File: src/core/eqs_pkg.sv
// Package with register map, field layout and reset values of the equalizer control bank
`default_nettype none
package eqs_pkg;
    // Frame layout
    localparam int FRAME_BITS = 16;
    localparam int FRM_RW_BIT = 15;
    localparam int FRM_ADDR_HI = 14;
    localparam int FRM_ADDR_LO = 8;
    // Register offsets
    localparam logic [6:0] OFS_GEN = 7'h00;
    localparam logic [6:0] OFS_DRV = 7'h01;
    localparam logic [6:0] OFS_LAUNCH = 7'h02;
    // General control fields
    localparam int GEN_CARRIER = 7;
    localparam int GEN_MUTE = 6;
    localparam int GEN_BYPASS = 5;
    localparam int GEN_SLEEP_HI = 4;
    localparam int GEN_SLEEP_LO = 3;
    localparam int GEN_MASTER_RST = 1;
    localparam int GEN_ACQ_RST = 0;
    // Sleep encodings
    localparam logic [1:0] SLEEP_NEVER = 2'h0;
    localparam logic [1:0] SLEEP_AUTO = 2'h1;
    localparam logic [1:0] SLEEP_FORCE = 2'h2;
    // Output driver fields
    localparam int DRV_SWING_HI = 7;
    localparam int DRV_SWING_LO = 6;
    localparam int DRV_OFS_HI = 5;
    localparam int DRV_OFS_LO = 4;
    localparam int DRV_DEEMPH_EN = 3;
    localparam int DRV_LEVEL_HI = 2;
    localparam int DRV_LEVEL_LO = 1;
    // Launch amplitude field
    localparam int LAUNCH_OPT = 7;
    // Reset values
    localparam logic RST_MUTE = 1'b0;
    localparam logic RST_BYPASS = 1'b0;
    localparam logic [1:0] RST_SLEEP = SLEEP_AUTO;
    localparam logic [7:0] RST_DRV = 8'ha2;
    localparam logic [7:0] RST_LAUNCH = 8'h00;
endpackage
`default_nettype wire

File: src/core/eqs_spi_regs.sv
// SPI control register bank of the cable equalizer, with daisy-chain pass-through
//
// Behaviour
// RULE1: General control bit 7 reads back the sensed input carrier, read only.
// RULE2: Bit 6 mutes, bit 5 bypasses; mute beats bypass; both reset to zero.
// RULE3: A powered-down sleep state overrides both mute and bypass.
// RULE4: Sleep 00 always on, 01 sleep without input, 10 forced off, 11 reserved.
// RULE5: Host always writes zero into general control bit 2.
// RULE6: Writing bit 1 restores all registers and resets the state machine; self-clears.
// RULE7: Writing bit 0 resets only the acquisition state machine; self-clears.
// RULE8: Driver bits 7:6 pick swing 400/600/700/800 mV; reset 10.
// RULE9: Driver bits 5:4 pick common mode 0.8/1.0/1.2 V or supply; reset 10.
// RULE10: Driver bit 3 enables de-emphasis; reset zero.
// RULE11: Driver bits 2:1 pick de-emphasis depth, reset 01; bit 0 reads only.
// RULE12: Launch bit 7 selects nominal launch or 6 dB attenuated input; reset zero.
// RULE13: Writes leave read-only bits unchanged while writable fields update.
// RULE14: Frame is sixteen bits: read flag, seven address bits, eight data bits.
// RULE15: A write commits only when select rises after a full frame.
// RULE16: A read frame loads the byte that leaves during the dummy frame's last eight bits.
// RULE17: Frames pass from serial input to serial output as a sixteen-bit shift stage.
`default_nettype none
module eqs_spi_regs
(
    // Clock and reset
    input wire logic clk,
    input wire logic rst,
    // Serial port pins
    input wire logic sck,
    input wire logic ss_n,
    input wire logic mosi,
    output logic miso,
    // Analog status
    input wire logic carrier_in,
    // Equalizer controls
    output logic mute_out,
    output logic bypass_out,
    output logic power_down,
    output logic acq_reset,
    output logic [1:0] swing_sel,
    output logic [1:0] cm_sel,
    output logic deemph_en,
    output logic [1:0] deemph_level,
    output logic launch_opt
);
    import eqs_pkg::*;

    localparam int NPIN = 4;
    localparam int P_SCK = 0;
    localparam int P_SS = 1;
    localparam int P_MOSI = 2;
    localparam int P_CAR = 3;
    // Idle pin levels: select high, clock, data and carrier low
    localparam logic [NPIN-1:0] PIN_IDLE = 4'h2;

    logic [NPIN-1:0] s1_r, s2_r, s3_r, flt_r, flt_nxt;
    logic [FRAME_BITS-1:0] shift_r, shift_nxt;
    logic [3:0] cnt_r, cnt_nxt;
    logic full_r, full_nxt;
    logic miso_r, miso_nxt;
    logic mute_r, mute_nxt, bypass_r, bypass_nxt;
    logic [1:0] sleep_r, sleep_nxt;
    logic [7:1] drv_r, drv_nxt;
    logic [7:0] launch_r, launch_nxt;
    logic mute_o_r, mute_o_nxt, byp_o_r, byp_o_nxt, pd_r, pd_nxt;
    logic acq_r, acq_nxt;
    logic sck_rise, sck_fall, ss_fall, ss_rise, sel, commit;
    logic [6:0] addr;

    // Readback of one register; unmapped addresses read as zero
    function automatic logic [7:0] read_reg(input logic [6:0] a, input logic car,
                                            input logic mu, input logic by,
                                            input logic [1:0] sl, input logic [7:1] dr,
                                            input logic [7:0] la);
        logic [7:0] v;
        v = 8'h00;
        unique case (a)
            OFS_GEN:
            begin
                v[GEN_CARRIER] = car;
                v[GEN_MUTE] = mu;
                v[GEN_BYPASS] = by;
                v[GEN_SLEEP_HI:GEN_SLEEP_LO] = sl;
            end
            OFS_DRV: v = {dr, 1'b0};
            OFS_LAUNCH: v = la;
            default: v = 8'h00;
        endcase
        return v;
    endfunction

    // Pins are async to clk; a level is taken once the second and third stages agree
    always_comb
    begin
        for (int i = 0; i < NPIN; i++)
        begin
            flt_nxt[i] = (s2_r[i] == s3_r[i]) ? s3_r[i] : flt_r[i];
        end
    end

    always_comb
    begin
        sel = ~flt_r[P_SS] & ~flt_nxt[P_SS];
        sck_rise = sel & ~flt_r[P_SCK] & flt_nxt[P_SCK];
        sck_fall = sel & flt_r[P_SCK] & ~flt_nxt[P_SCK];
        ss_fall = flt_r[P_SS] & ~flt_nxt[P_SS];
        ss_rise = ~flt_r[P_SS] & flt_nxt[P_SS];
        // Only whole multiples of sixteen bits are accepted
        commit = ss_rise & full_r & (cnt_r == 4'h0); // RULE15
        addr = shift_r[FRM_ADDR_HI:FRM_ADDR_LO]; // RULE14
    end

    always_comb
    begin
        shift_nxt = shift_r;
        cnt_nxt = cnt_r;
        full_nxt = full_r;
        miso_nxt = miso_r;
        mute_nxt = mute_r;
        bypass_nxt = bypass_r;
        sleep_nxt = sleep_r;
        drv_nxt = drv_r;
        launch_nxt = launch_r;
        acq_nxt = 1'b0;
        if (ss_fall)
        begin
            cnt_nxt = 4'h0;
            full_nxt = 1'b0;
            miso_nxt = shift_r[FRAME_BITS-1]; // RULE17
        end
        if (sck_rise)
        begin
            shift_nxt = {shift_r[FRAME_BITS-2:0], flt_nxt[P_MOSI]}; // RULE17
            cnt_nxt = cnt_r + 4'h1;
            if (cnt_r == 4'hf)
            begin
                full_nxt = 1'b1;
            end
        end
        if (sck_fall)
        begin
            miso_nxt = shift_r[FRAME_BITS-1]; // RULE17
        end
        if (commit && shift_r[FRM_RW_BIT])
        begin
            // Read: the byte replaces the data field and leaves in the next frame's tail
            shift_nxt[7:0] = read_reg(addr, flt_r[P_CAR], mute_r, bypass_r, sleep_r,
                                      drv_r, launch_r); // RULE16 RULE1
        end
        else if (commit)
        begin
            unique case (addr)
                OFS_GEN:
                begin
                    if (shift_r[GEN_MASTER_RST])
                    begin
                        // Written field values are dropped in favour of defaults
                        mute_nxt = RST_MUTE; // RULE6
                        bypass_nxt = RST_BYPASS;
                        sleep_nxt = RST_SLEEP;
                        drv_nxt = RST_DRV[7:1];
                        launch_nxt = RST_LAUNCH;
                        acq_nxt = 1'b1;
                    end
                    else
                    begin
                        // Carrier and reserved bit 2 are not stored
                        mute_nxt = shift_r[GEN_MUTE]; // RULE2 RULE13 RULE5
                        bypass_nxt = shift_r[GEN_BYPASS]; // RULE2
                        sleep_nxt = shift_r[GEN_SLEEP_HI:GEN_SLEEP_LO]; // RULE4
                        acq_nxt = shift_r[GEN_ACQ_RST]; // RULE7
                    end
                end
                OFS_DRV: drv_nxt = shift_r[7:1]; // RULE8 RULE9 RULE10 RULE11 RULE13
                OFS_LAUNCH: launch_nxt = shift_r[7:0]; // RULE12
                default: ;
            endcase
        end
    end

    // Effective controls; code 11 is treated as always enabled
    always_comb
    begin
        pd_nxt = (sleep_r == SLEEP_FORCE) ||
                 (sleep_r == SLEEP_AUTO && !flt_r[P_CAR]); // RULE4
        mute_o_nxt = !pd_nxt && mute_r; // RULE3
        byp_o_nxt = !pd_nxt && !mute_r && bypass_r; // RULE2 RULE3
    end

    always_ff @(posedge clk or posedge rst)
    begin
        if (rst)
        begin
            // All stages start at idle so no false select edge follows reset
            s1_r <= PIN_IDLE;
            s2_r <= PIN_IDLE;
            s3_r <= PIN_IDLE;
            flt_r <= PIN_IDLE;
            shift_r <= '0;
            cnt_r <= 4'h0;
            full_r <= 1'b0;
            miso_r <= 1'b0;
            mute_r <= RST_MUTE;
            bypass_r <= RST_BYPASS;
            sleep_r <= RST_SLEEP;
            drv_r <= RST_DRV[7:1];
            launch_r <= RST_LAUNCH;
            mute_o_r <= 1'b0;
            byp_o_r <= 1'b0;
            pd_r <= 1'b0;
            acq_r <= 1'b0;
        end
        else
        begin
            s1_r <= {carrier_in, mosi, ss_n, sck};
            s2_r <= s1_r;
            s3_r <= s2_r;
            flt_r <= flt_nxt;
            shift_r <= shift_nxt;
            cnt_r <= cnt_nxt;
            full_r <= full_nxt;
            miso_r <= miso_nxt;
            mute_r <= mute_nxt;
            bypass_r <= bypass_nxt;
            sleep_r <= sleep_nxt;
            drv_r <= drv_nxt;
            launch_r <= launch_nxt;
            mute_o_r <= mute_o_nxt;
            byp_o_r <= byp_o_nxt;
            pd_r <= pd_nxt;
            acq_r <= acq_nxt;
        end
    end

    assign miso = miso_r;
    assign mute_out = mute_o_r;
    assign bypass_out = byp_o_r;
    assign power_down = pd_r;
    assign acq_reset = acq_r;
    assign swing_sel = drv_r[DRV_SWING_HI:DRV_SWING_LO];
    assign cm_sel = drv_r[DRV_OFS_HI:DRV_OFS_LO];
    assign deemph_en = drv_r[DRV_DEEMPH_EN];
    assign deemph_level = drv_r[DRV_LEVEL_HI:DRV_LEVEL_LO];
    assign launch_opt = launch_r[LAUNCH_OPT];

    chk_mute_wins: assert property (@(posedge clk) disable iff (rst) // RULE2
        !(mute_out && bypass_out)) else $error("mute and bypass both active");
    chk_sleep_overrides: assert property (@(posedge clk) disable iff (rst) // RULE3
        power_down |-> !mute_out && !bypass_out) else $error("sleep did not override");
    chk_force_sleep: assert property (@(posedge clk) disable iff (rst) // RULE4
        sleep_r == SLEEP_FORCE |=> power_down) else $error("forced sleep not applied");
    chk_never_sleep: assert property (@(posedge clk) disable iff (rst) // RULE4
        sleep_r == SLEEP_NEVER |=> !power_down) else $error("sleep while disabled");
    chk_drv_commit: assert property (@(posedge clk) disable iff (rst) // RULE15
        commit && !shift_r[FRM_RW_BIT] && addr == OFS_DRV
        |=> drv_r == $past(shift_r[7:1])) else $error("driver write not committed");
    chk_no_midframe: assert property (@(posedge clk) disable iff (rst) // RULE15
        sel |=> $stable(drv_r) && $stable(launch_r)) else $error("write inside frame");
    chk_master_clear: assert property (@(posedge clk) disable iff (rst) // RULE6
        commit && !shift_r[FRM_RW_BIT] && addr == OFS_GEN && shift_r[GEN_MASTER_RST]
        |=> drv_r == RST_DRV[7:1] && sleep_r == RST_SLEEP && acq_reset)
        else $error("master reset incomplete");
    chk_acq_pulse: assert property (@(posedge clk) disable iff (rst) // RULE7
        acq_reset |=> !acq_reset) else $error("acquisition reset not self-clearing");
    chk_carrier_read: assert property (@(posedge clk) disable iff (rst) // RULE1
        commit && shift_r[FRM_RW_BIT] && addr == OFS_GEN
        |=> shift_r[GEN_CARRIER] == $past(flt_r[P_CAR])) else $error("carrier readback wrong");
    chk_miso_shift: assert property (@(posedge clk) disable iff (rst) // RULE17
        sck_fall |=> miso == $past(shift_r[FRAME_BITS-1])) else $error("serial out mismatch");
endmodule
`default_nettype wire

File: config.mk
export PLATFORM = sky130hd
export DESIGN_NAME = eqs_spi_regs
export DESIGN_NICKNAME = d
export VERILOG_FILES = /design/src/core/eqs_pkg.sv /design/src/core/eqs_spi_regs.sv
export SDC_FILE = /design/constraint.sdc
export NUM_CORES = 1
export LEC_CHECK = 0
export BUFFER_PORTS_ARGS = -buffer_cell sky130_fd_sc_hd__buf_2
export CORE_MARGIN = 2
export CORE_UTILIZATION = 53
export DETAILED_ROUTE_END_ITERATION = 6
export PLACE_DENSITY = 0.74
export SLEW_MARGIN = 20
export SYNTH_ARGS = -nofsm -noshare
export SYNTH_HDL_FRONTEND = slang
export SYNTH_SLANG_ARGS = --single-unit
File: constraint.sdc
create_clock -name clk -period 1.85 [get_ports clk]
set_clock_uncertainty 0.15 [all_clocks]
set_input_delay 0.37 -clock clk [delete_from_list [all_inputs] [get_ports clk]]
set_output_delay 0.37 -clock clk [all_outputs]
set_load 0.01 [all_outputs]
; ---- After elaboration in Yosys (flattened, before gate mapping)
; Index checks and enable logic that the tools add are counted.
[word_totals]
in_bits = 6
output_inout_bits = 13
regBits = 61
wordCells = 88
[op_classes]
mux = 25
n_eq_ne = 10
reduce_logical = 19
bitwise_logic = 14
n_addsub = 1
[ops]
columns = cell, n
row1 = 8-bit 2-to-1 mux, 3
row2 = 8-bit one-hot mux with 2 select lines, 1
row3 = 5-bit one-hot mux with 3 select lines, 1
row4 = 1-bit 2-to-1 mux, 14
row5 = 7-bit one-hot mux with 2 select lines, 1
row6 = 2-bit nonzero test, 5
row7 = 1-bit bitwise AND, 9
row8 = 4-bit 2-to-1 mux, 2
row9 = 4-bit AND reduction, 2
row10 = 7-bit by 1-bit equality test with 1-bit output (second input constant), 1
row11 = 7-bit by 2-bit equality test with 1-bit output (second input constant), 1
row12 = 7-bit logical NOT, 1
row13 = 7-bit 2-to-1 mux, 1
row14 = 3-bit one-hot mux with 2 select lines, 1
row15 = 1-bit logical AND, 5
row16 = 1-bit inverter, 5
row17 = 4-bit by 1-bit adder with 4-bit output (second input constant), 1
row18 = 1-bit equality test, 4
row19 = 4-bit equality test (second input constant), 1
row20 = 4-bit logical NOT, 1
row21 = 1-bit logical NOT, 3
row22 = 3-bit AND reduction, 1
row23 = 2-bit by 1-bit equality test with 1-bit output (second input constant), 1
row24 = 2-bit equality test (second input constant), 1
row25 = other kinds (3), 3

; ---- Logic depth before layout (Yosys ltp)
; Gate-level depths: netlist of run 1.
[depth]
ltp_word = 8
ltp_mapped = 8
mapped_depth_nobuf = 6

; ---- Worst setup path after synthesis of run 1
; OpenSTA, ideal clock, no wires.
[synth_timing]
path_type = register to register
from = register cnt_r[0]
to = register bypass_r
path_slack_ps = 1
setup_ps = 127
n_path_buf = 0
arrival_time_ps = 1572
stages_incl_launch_ff = 7
period_less_slack_ps = 1849
path_cell_list = dfrtp_1 -> inv_1 -> ha_1 -> and4b_1 -> nand4_2 -> nor4_4 -> mux2_1
[synth_between]
elab_chain_cells = 5
[synth_lines]
columns = element, line_no
row1 = from (decl), eqs_spi_regs.sv:57  ; logic [3:0] cnt_r, cnt_nxt;
row2 = from (signal assigned), eqs_spi_regs.sv:219  ; cnt_r <= cnt_nxt;
row3 = 4-bit logical NOT *, eqs_spi_regs.sv:108  ; commit = ss_rise & full_r & (cnt_r == 4'h0);
row4 = 1-bit bitwise AND *, eqs_spi_regs.sv:108
row5 = 1-bit logical AND, eqs_spi_regs.sv:143  ; if (commit && shift_r[FRM_RW_BIT])
row6 = 1-bit inverter (no line), --
row7 = 3-bit AND reduction (no line) *, --
row8 = to (signal assigned), eqs_spi_regs.sv:223  ; bypass_r <= bypass_nxt;
row9 = to (decl), eqs_spi_regs.sv:60  ; logic mute_r, mute_nxt, bypass_r, bypass_nxt;
; Mark *: on every way between the ends. The rest lies on a longest branch, timed or not.
; A chain may end at the register's enable or synchronous reset.

; ---- Worst setup path in the final report of run 1
; Same ends and word-level chain as after synthesis.

==> flow_metrics.tcl, run 1 <==
set metrics [dict create \
    num_rows 25 \
    fill_cells 350 \
    dieHeight_um 74.8 \
    synth_fa_ha_area_share_pct 2.07 \
    worst_slack_ns -0.0528 \
    r2r_cells 7 \
    clk_latency_ns 0.33 \
    place_hpwl_um 3680 \
    hold_depth 0 \
    drt_wl_total_um 5560 \
    max_freq_mhz 526 \
    grt_pass1_vias 1853 \
    synthArstFlopShare_pct 100 \
    gp_congestion 0.865 \
    vias 1903 \
    min-delay-start "s1_r[3]" \
    core_mm2 0.00479 \
    cts_sinks 61 \
    cts_root_buffer "clkbuf_8" \
    yosysSeqAreaShare_pct 57.8 \
    arrival_ns 1.97 \
    synthTopCellsByCount "53 x dfrtp_1, 33 x nand2_1, 11 x nor2_1" \
    critPathCaptureType "flip-flop" \
    synth-compound-area-share_pct 13.5 \
    dpl_worst_slack_ns -0.0990 \
    drtAntennaViolNets 0 \
    synth_cells 225 \
    grt_max_degree 62 \
    setup_violations 17 \
    syn-num-nets 233 \
    drt-pass1-iter-count 4 \
    fin_setup_tns_ns -0.481 \
    layout-drive-gt1-share_pct 35.1 \
    busiest_layer "met1" \
    met3_usage_pct 6.56 \
    status "finished with violations" \
    cts-htree-levels 3 \
    cts_buffer_depth 2 \
    slew_headroom_pct 68.6 \
    r2r-start "cnt_r[0]" \
    leakage_nw 1.54 \
    wl_per_cell_um 16.1 \
    syn_area_per_cell_um2 11.8 \
    critPathKind "flip-flop to flip-flop" \
    synth_warnings 0 \
    rrSetupSlack_ns -0.05 \
    grt_pass1_wl_um 9140 \
    finalMaxSlewViolations 0 \
    finalHoldViolCount 0 \
    final.min_clock_period_ns 1.90 \
    cts_tree "yes" \
    synth-simple-area-share_pct 17.6 \
    synth.area.top_cells "dfrtp_1 50%, dfstp_2 7.9%, nand2_1 4.7%" \
    ios 19 \
    synth_top_area_share_pct 49.9 \
    ys_seq_elements 61 \
    antenna_found_initial 0 \
    whs_endpoint "s2_r[3]" \
    grt_setup_unrepaired "yes" \
    yosysMostFrequentCell "dfrtp_1" \
    min_path_type "flip-flop to flip-flop" \
    synth_xor_area_share_pct 0 \
    portBuffers 18 \
    drtIter0Drc 200 \
    r2r-end "bypass_r" \
    use_met1_pct 33.5 \
    grt.overflow.total 0 \
    ir_drop_v 0.000761 \
    violations "setup timing" \
    timing.final.crit_share_pct 103 \
    clkSlewWorstSetupHoldPaths_ns 0.06 \
    crit_fanout 4 \
    synth-edff-count 0 \
    cts_inserted_buffers 9 \
    cap_violations 0 \
    gr-usage-met2_pct 31.9 \
    n_antenna_cell 0 \
    via_per_inst 5.50 \
    synth_cell_type_count 51 \
    worstPathRequired_ns 1.92 \
    tightest_slew_ns 0.471 \
    final_nets 282 \
    syn_to_final_growth_pct 24.9 \
    grt_usage_pct 22.5 \
    syn-cell-area_mm2 0.00266 \
    chipWidth_um 74.8 \
    synthMuxAreaShare_pct 5.83 \
    start_util_pct 55.6 \
    dieArea_mm2 0.00560 \
    yosys.area.top_type "dfrtp_1" \
    start_kind "flip-flop" \
    synth_top_family_by_area "simple AND/OR/NAND/NOR gates" \
    power_density_mw_per_mm2 1050 \
    synth-main-ff-cell "dfrtp_1" \
    drc_errors 0 \
]
==> how the worst max path moves through the flow <==
stage | start | endpoint | slack (ns)
floorplan | cnt_r[0] | bypass_r | 0.0008
global placement | s2_r[1] | launch_r[0] | -0.01
detailed placement | cnt_r[0] | launch_r[1] | -0.1
CTS | cnt_r[0] | launch_r[1] | -0.04
global route | cnt_r[0] | bypass_r | -0.14
finish | cnt_r[0] | bypass_r | -0.05
==> cell type report <==
type,instances,area (um^2),area share (%)
Sequential cell,61,1540,46.2
Multi-Input combinational cell,147,1130,34.0
Timing Repair Buffer,49,355,10.7
Clock buffer,16,190,5.72
Tap cell,67,83.8,2.52
Inverter,6,26.3,0.791
==> stage by stage <==
stage                     hold WS, ns  cells  power (W)  utilization (%)  cell area [um^2]
after floorplan                 0.181    225    0.00209                -              2660
after detailed placement        0.186    321    0.00233             61.7              2950
after global placement          0.185    321    0.00232             61.7              2950
final                           0.196    346    0.00350             69.4              3320
after CTS                       0.200    345    0.00346             67.6              3230
after global routing            0.210    346    0.00367             69.4              3320
==> state kept, by name, summed over array words and instances, names as in the netlist <==
| signal | cells |
|---|---|
| flt_r | 4 |
| mute_r | 1 |
| launch_r | 8 |
| sleep_r | 2 |
| mute_out | 1 |
| cnt_r | 4 |
| bypass_out | 1 |
| shift_r | 16 |
| s1_r | 4 |
| acq_reset | 1 |
| drv_r | 7 |
| miso | 1 |
| power_down | 1 |
| bypass_r | 1 |
| s2_r | 4 |
| s3_r | 4 |
| full_r | 1 |
==> placed cells by master, fill, tap and decap left out, drive strengths merged, types with 2 or more instances in the layout <==
cell / count
o2bb2ai: 3
nor3: 3
nor2b: 5
a21bo: 4
dfstp: 8
o211ai: 2
mux2i: 8
a22oi: 2
dlygate4sd3: 5
nand3: 7
mux2: 6
nor4b: 2
clkbuf: 16
a21oi: 2
maj3: 3
nor3b: 2
nand2: 33
and3: 2
a2bb2oi: 6
ha: 2
nand2b: 7
dfrtp: 53
nand4: 7
a22o: 8
o21ai: 6
nor2: 11
buf: 44
a221o: 3
inv: 5
==> kinds of logic after synthesis <==
| group | Yosys count |
|---|---|
| adder cells (fa/ha/maj) | 5 |
| flip-flops | 61 |
| buffers and inverters | 17 |
| AO/OA/AOI/OAI | 42 |
| multiplexers | 14 |
| AND/OR/NAND/NOR | 86 |
==> power breakdown <==
| part | internal [W] | switching [W] | leakage [nW] |
|---|---|---|---|
| registers | 0.00148 | 0.000184 | 0.775 |
| clock network | 0.000635 | 0.000466 | 0.0970 |
| logic | 0.000326 | 0.000413 | 0.673 |
| total | 0.00244 | 0.00106 | 1.54 |
==> worst max-delay path: stages (launching register included) <==
cell and delay (ns):
dfrtp_1 0.38, inv_1 0.06, ha_1 0.13, and4b_2 0.29, nand4_4 0.13, nor4_4 0.15
buf_4 0.18, mux2_4 0.30
==> metal layers <==
metal	wire length [um]	part of all wire, %
met2	2510	45
met3	258	4.6
met5	0	0
met1	2730	49
met4	55	0.99
==> timing repair <==
item / 4_1_cts / 5_1_grt
hold endpoints to repair: 57 / 0
resized for setup: 6 / 15
setup buffers: 3 / 1
endpoints found under the setup margin: 20 / 29
pin swaps: 0 / 8
hold buffers: 5 / 0
(Power assumes the default switching activity.)
==> run 2, diff against run 1 <==
Settings changed: PLACE_DENSITY 0.74 to 0.72.
==> run 2 against run 1 <==
The run still ends with setup timing left; global-route usage is 0.96 points higher; via count is 1.5% lower; final area is 1.0% lower; first-iteration DRC count is 6.5% lower; core utilization is 0.71 points lower; sequential power hardly changed; wire length is 1.1% lower; hold slack better by 0.0029 ns; die area stayed put; clock power is 8% higher; critical endpoint is now sleep_r[1]; largest power group unchanged.
==> flow_metrics.tcl, run 2 (same netlist as run 1, synthesis figures left out) <==
set metrics [dict create \
    start_kind "flip-flop" \
    regMostFlops "shift_r" \
    drtIter0Drc 187 \
    n_antenna_cell 0 \
    min-delay-start "s1_r[0]" \
    ir_drop_v 0.000660 \
    clkSlewWorstSetupHoldPaths_ns 0.07 \
    met1_length_um 2750 \
    cts_sinks 61 \
    clk_latency_ns 0.33 \
    arrival_ns 1.96 \
    slew_headroom_pct 66.9 \
    drtAntennaViolNets 0 \
    top_regs "shift_r (16), launch_r (8), drv_r (7)" \
    grt_max_degree 62 \
    cts-htree-levels 3 \
    portBuffers 18 \
    dieHeight_um 74.8 \
    wl_per_cell_um 16.0 \
    cts_tree "yes" \
    dr_wl_met3_um 255 \
    hold_depth 0 \
    layout-drive-gt1-share_pct 33.9 \
    wl_met2_um 2440 \
    syn_to_final_growth_pct 23.7 \
    largest_reg_flops 16 \
    drt_wl_total_um 5500 \
    dieArea_mm2 0.00560 \
    dpl_worst_slack_ns -0.130 \
    worst_slack_ns -0.0430 \
    design_area_mm2 0.00329 \
    vias 1874 \
    cap_violations 0 \
    cts_root_buffer "clkbuf_8" \
    final.min_clock_period_ns 1.89 \
    grt_setup_unrepaired "yes" \
    leakage_nw 1.52 \
    ios 19 \
    max_freq_mhz 528 \
    grt_usage_pct 23.4 \
    via_per_inst 5.45 \
    startpoint "cnt_r[1]" \
    antenna_found_initial 0 \
    cts_buffer_depth 2 \
    place_area_mm2 0.00296 \
    place_hpwl_um 3580 \
    finalMaxSlewViolations 0 \
    num_rows 25 \
    final_nets 280 \
    worstPathRequired_ns 1.91 \
    gp_congestion 0.780 \
    start_util_pct 55.6 \
    cts_inserted_buffers 9 \
    power_density_mw_per_mm2 1090 \
    violations "setup timing" \
    top_layer_used "met4" \
    grt_pass1_vias 1916 \
    status "finished with violations" \
    drc_errors 0 \
    core_mm2 0.00479 \
    final_cell_mix "53 x dfrtp_1, 32 x nand2_1, 21 x buf_4" \
    crit_fanout 4 \
    min_path_type "flip-flop to flip-flop" \
    finalHoldViolCount 0 \
    tightest_slew_ns 0.496 \
    timing.final.crit_share_pct 102 \
    chipWidth_um 74.8 \
    critPathCaptureType "flip-flop" \
    grt_pass1_wl_um 9530 \
    critPathSlowestCell "dfrtp_1" \
    path_cells "inv_1 -> ha_1 -> and4b_2 -> nand4_4 -> nor4_4 -> buf_4 -> mux2_4" \
    final_common_cell "dfrtp_1" \
    r2r_cells 7 \
    critPathKind "flip-flop to flip-flop" \
    drt-pass1-iter-count 4 \
    setup_violations 4 \
    grt.overflow.total 0 \
    slowest_delay_ns 0.38 \
    r2r-start "cnt_r[1]" \
]
==> run 2: worst paths after layout <==
path                            slack, ns         end
worst max register to register      -0.04  sleep_r[1]
min in group asynchronous            0.52  shift_r[4]
worst min register to register       0.20     s2_r[0]
max in group asynchronous            0.73    flt_r[1]
worst min-delay path                 0.20     s2_r[0]
worst max-delay path                -0.04  sleep_r[1]
==> run 2: through the flow <==
step | TNS (ns) | std cells | power [W] | utilization, % | hold WS, ns
after floorplan | 0 | 225 | 0.00209 | - | 0.181
after global placement | -0.725 | 321 | 0.00234 | 61.9 | 0.183
after detailed placement | -1.30 | 321 | 0.00235 | 61.9 | 0.186
after CTS | -0.108 | 343 | 0.00358 | 68.0 | 0.202
after global routing | -0.857 | 344 | 0.00376 | 68.7 | 0.204
final | -0.106 | 344 | 0.00358 | 68.7 | 0.199
==> run 2: final cells by class <==
class	instances	area [um^2]
inverters	6	26.3
well taps	67	83.8
repair buffers	47	349
flip-flops and latches	61	1540
clock buffers	12	155
fillers	346	1500
multi-input cells	147	1090
clock inverters	4	47.5
==> run 2: worst max-delay path, delay by kind of cell (launching register included) <==
family / cells / cell delay [ns]
buffers and inverters: 2 / 0.25
DFF: 1 / 0.38
and+or+nand+nor: 3 / 0.58
muxes: 1 / 0.29
adders and majority gates: 1 / 0.13
==> run 2: power by group <==
part | total, W | switching (W) | internal, W
clock network | 0.00119 | 0.000498 | 0.000691
registers | 0.00167 | 0.000189 | 0.00148
logic | 0.000718 | 0.000394 | 0.000323
total | 0.00358 | 0.00108 | 0.00249
==> run 2: per-layer routing <==
metal	GRT usage (%)	vias up
met1	34.1	923
met4	11.7	0
met5	0	-
met3	5.22	4
met2	33.2	45
li1	-	902
==> run 2: repair_timing <==
| item | 4_1_cts | 5_1_grt |
|---|---|---|
| endpoints found under the setup margin | 17 | 26 |
| hold endpoints to repair | 57 | 0 |
| hold buffers | 5 | 0 |
| gates cloned | 0 | 0 |
| gates resized for setup | 7 | 7 |
| setup buffers | 1 | 1 |
| pin swaps | 0 | 13 |
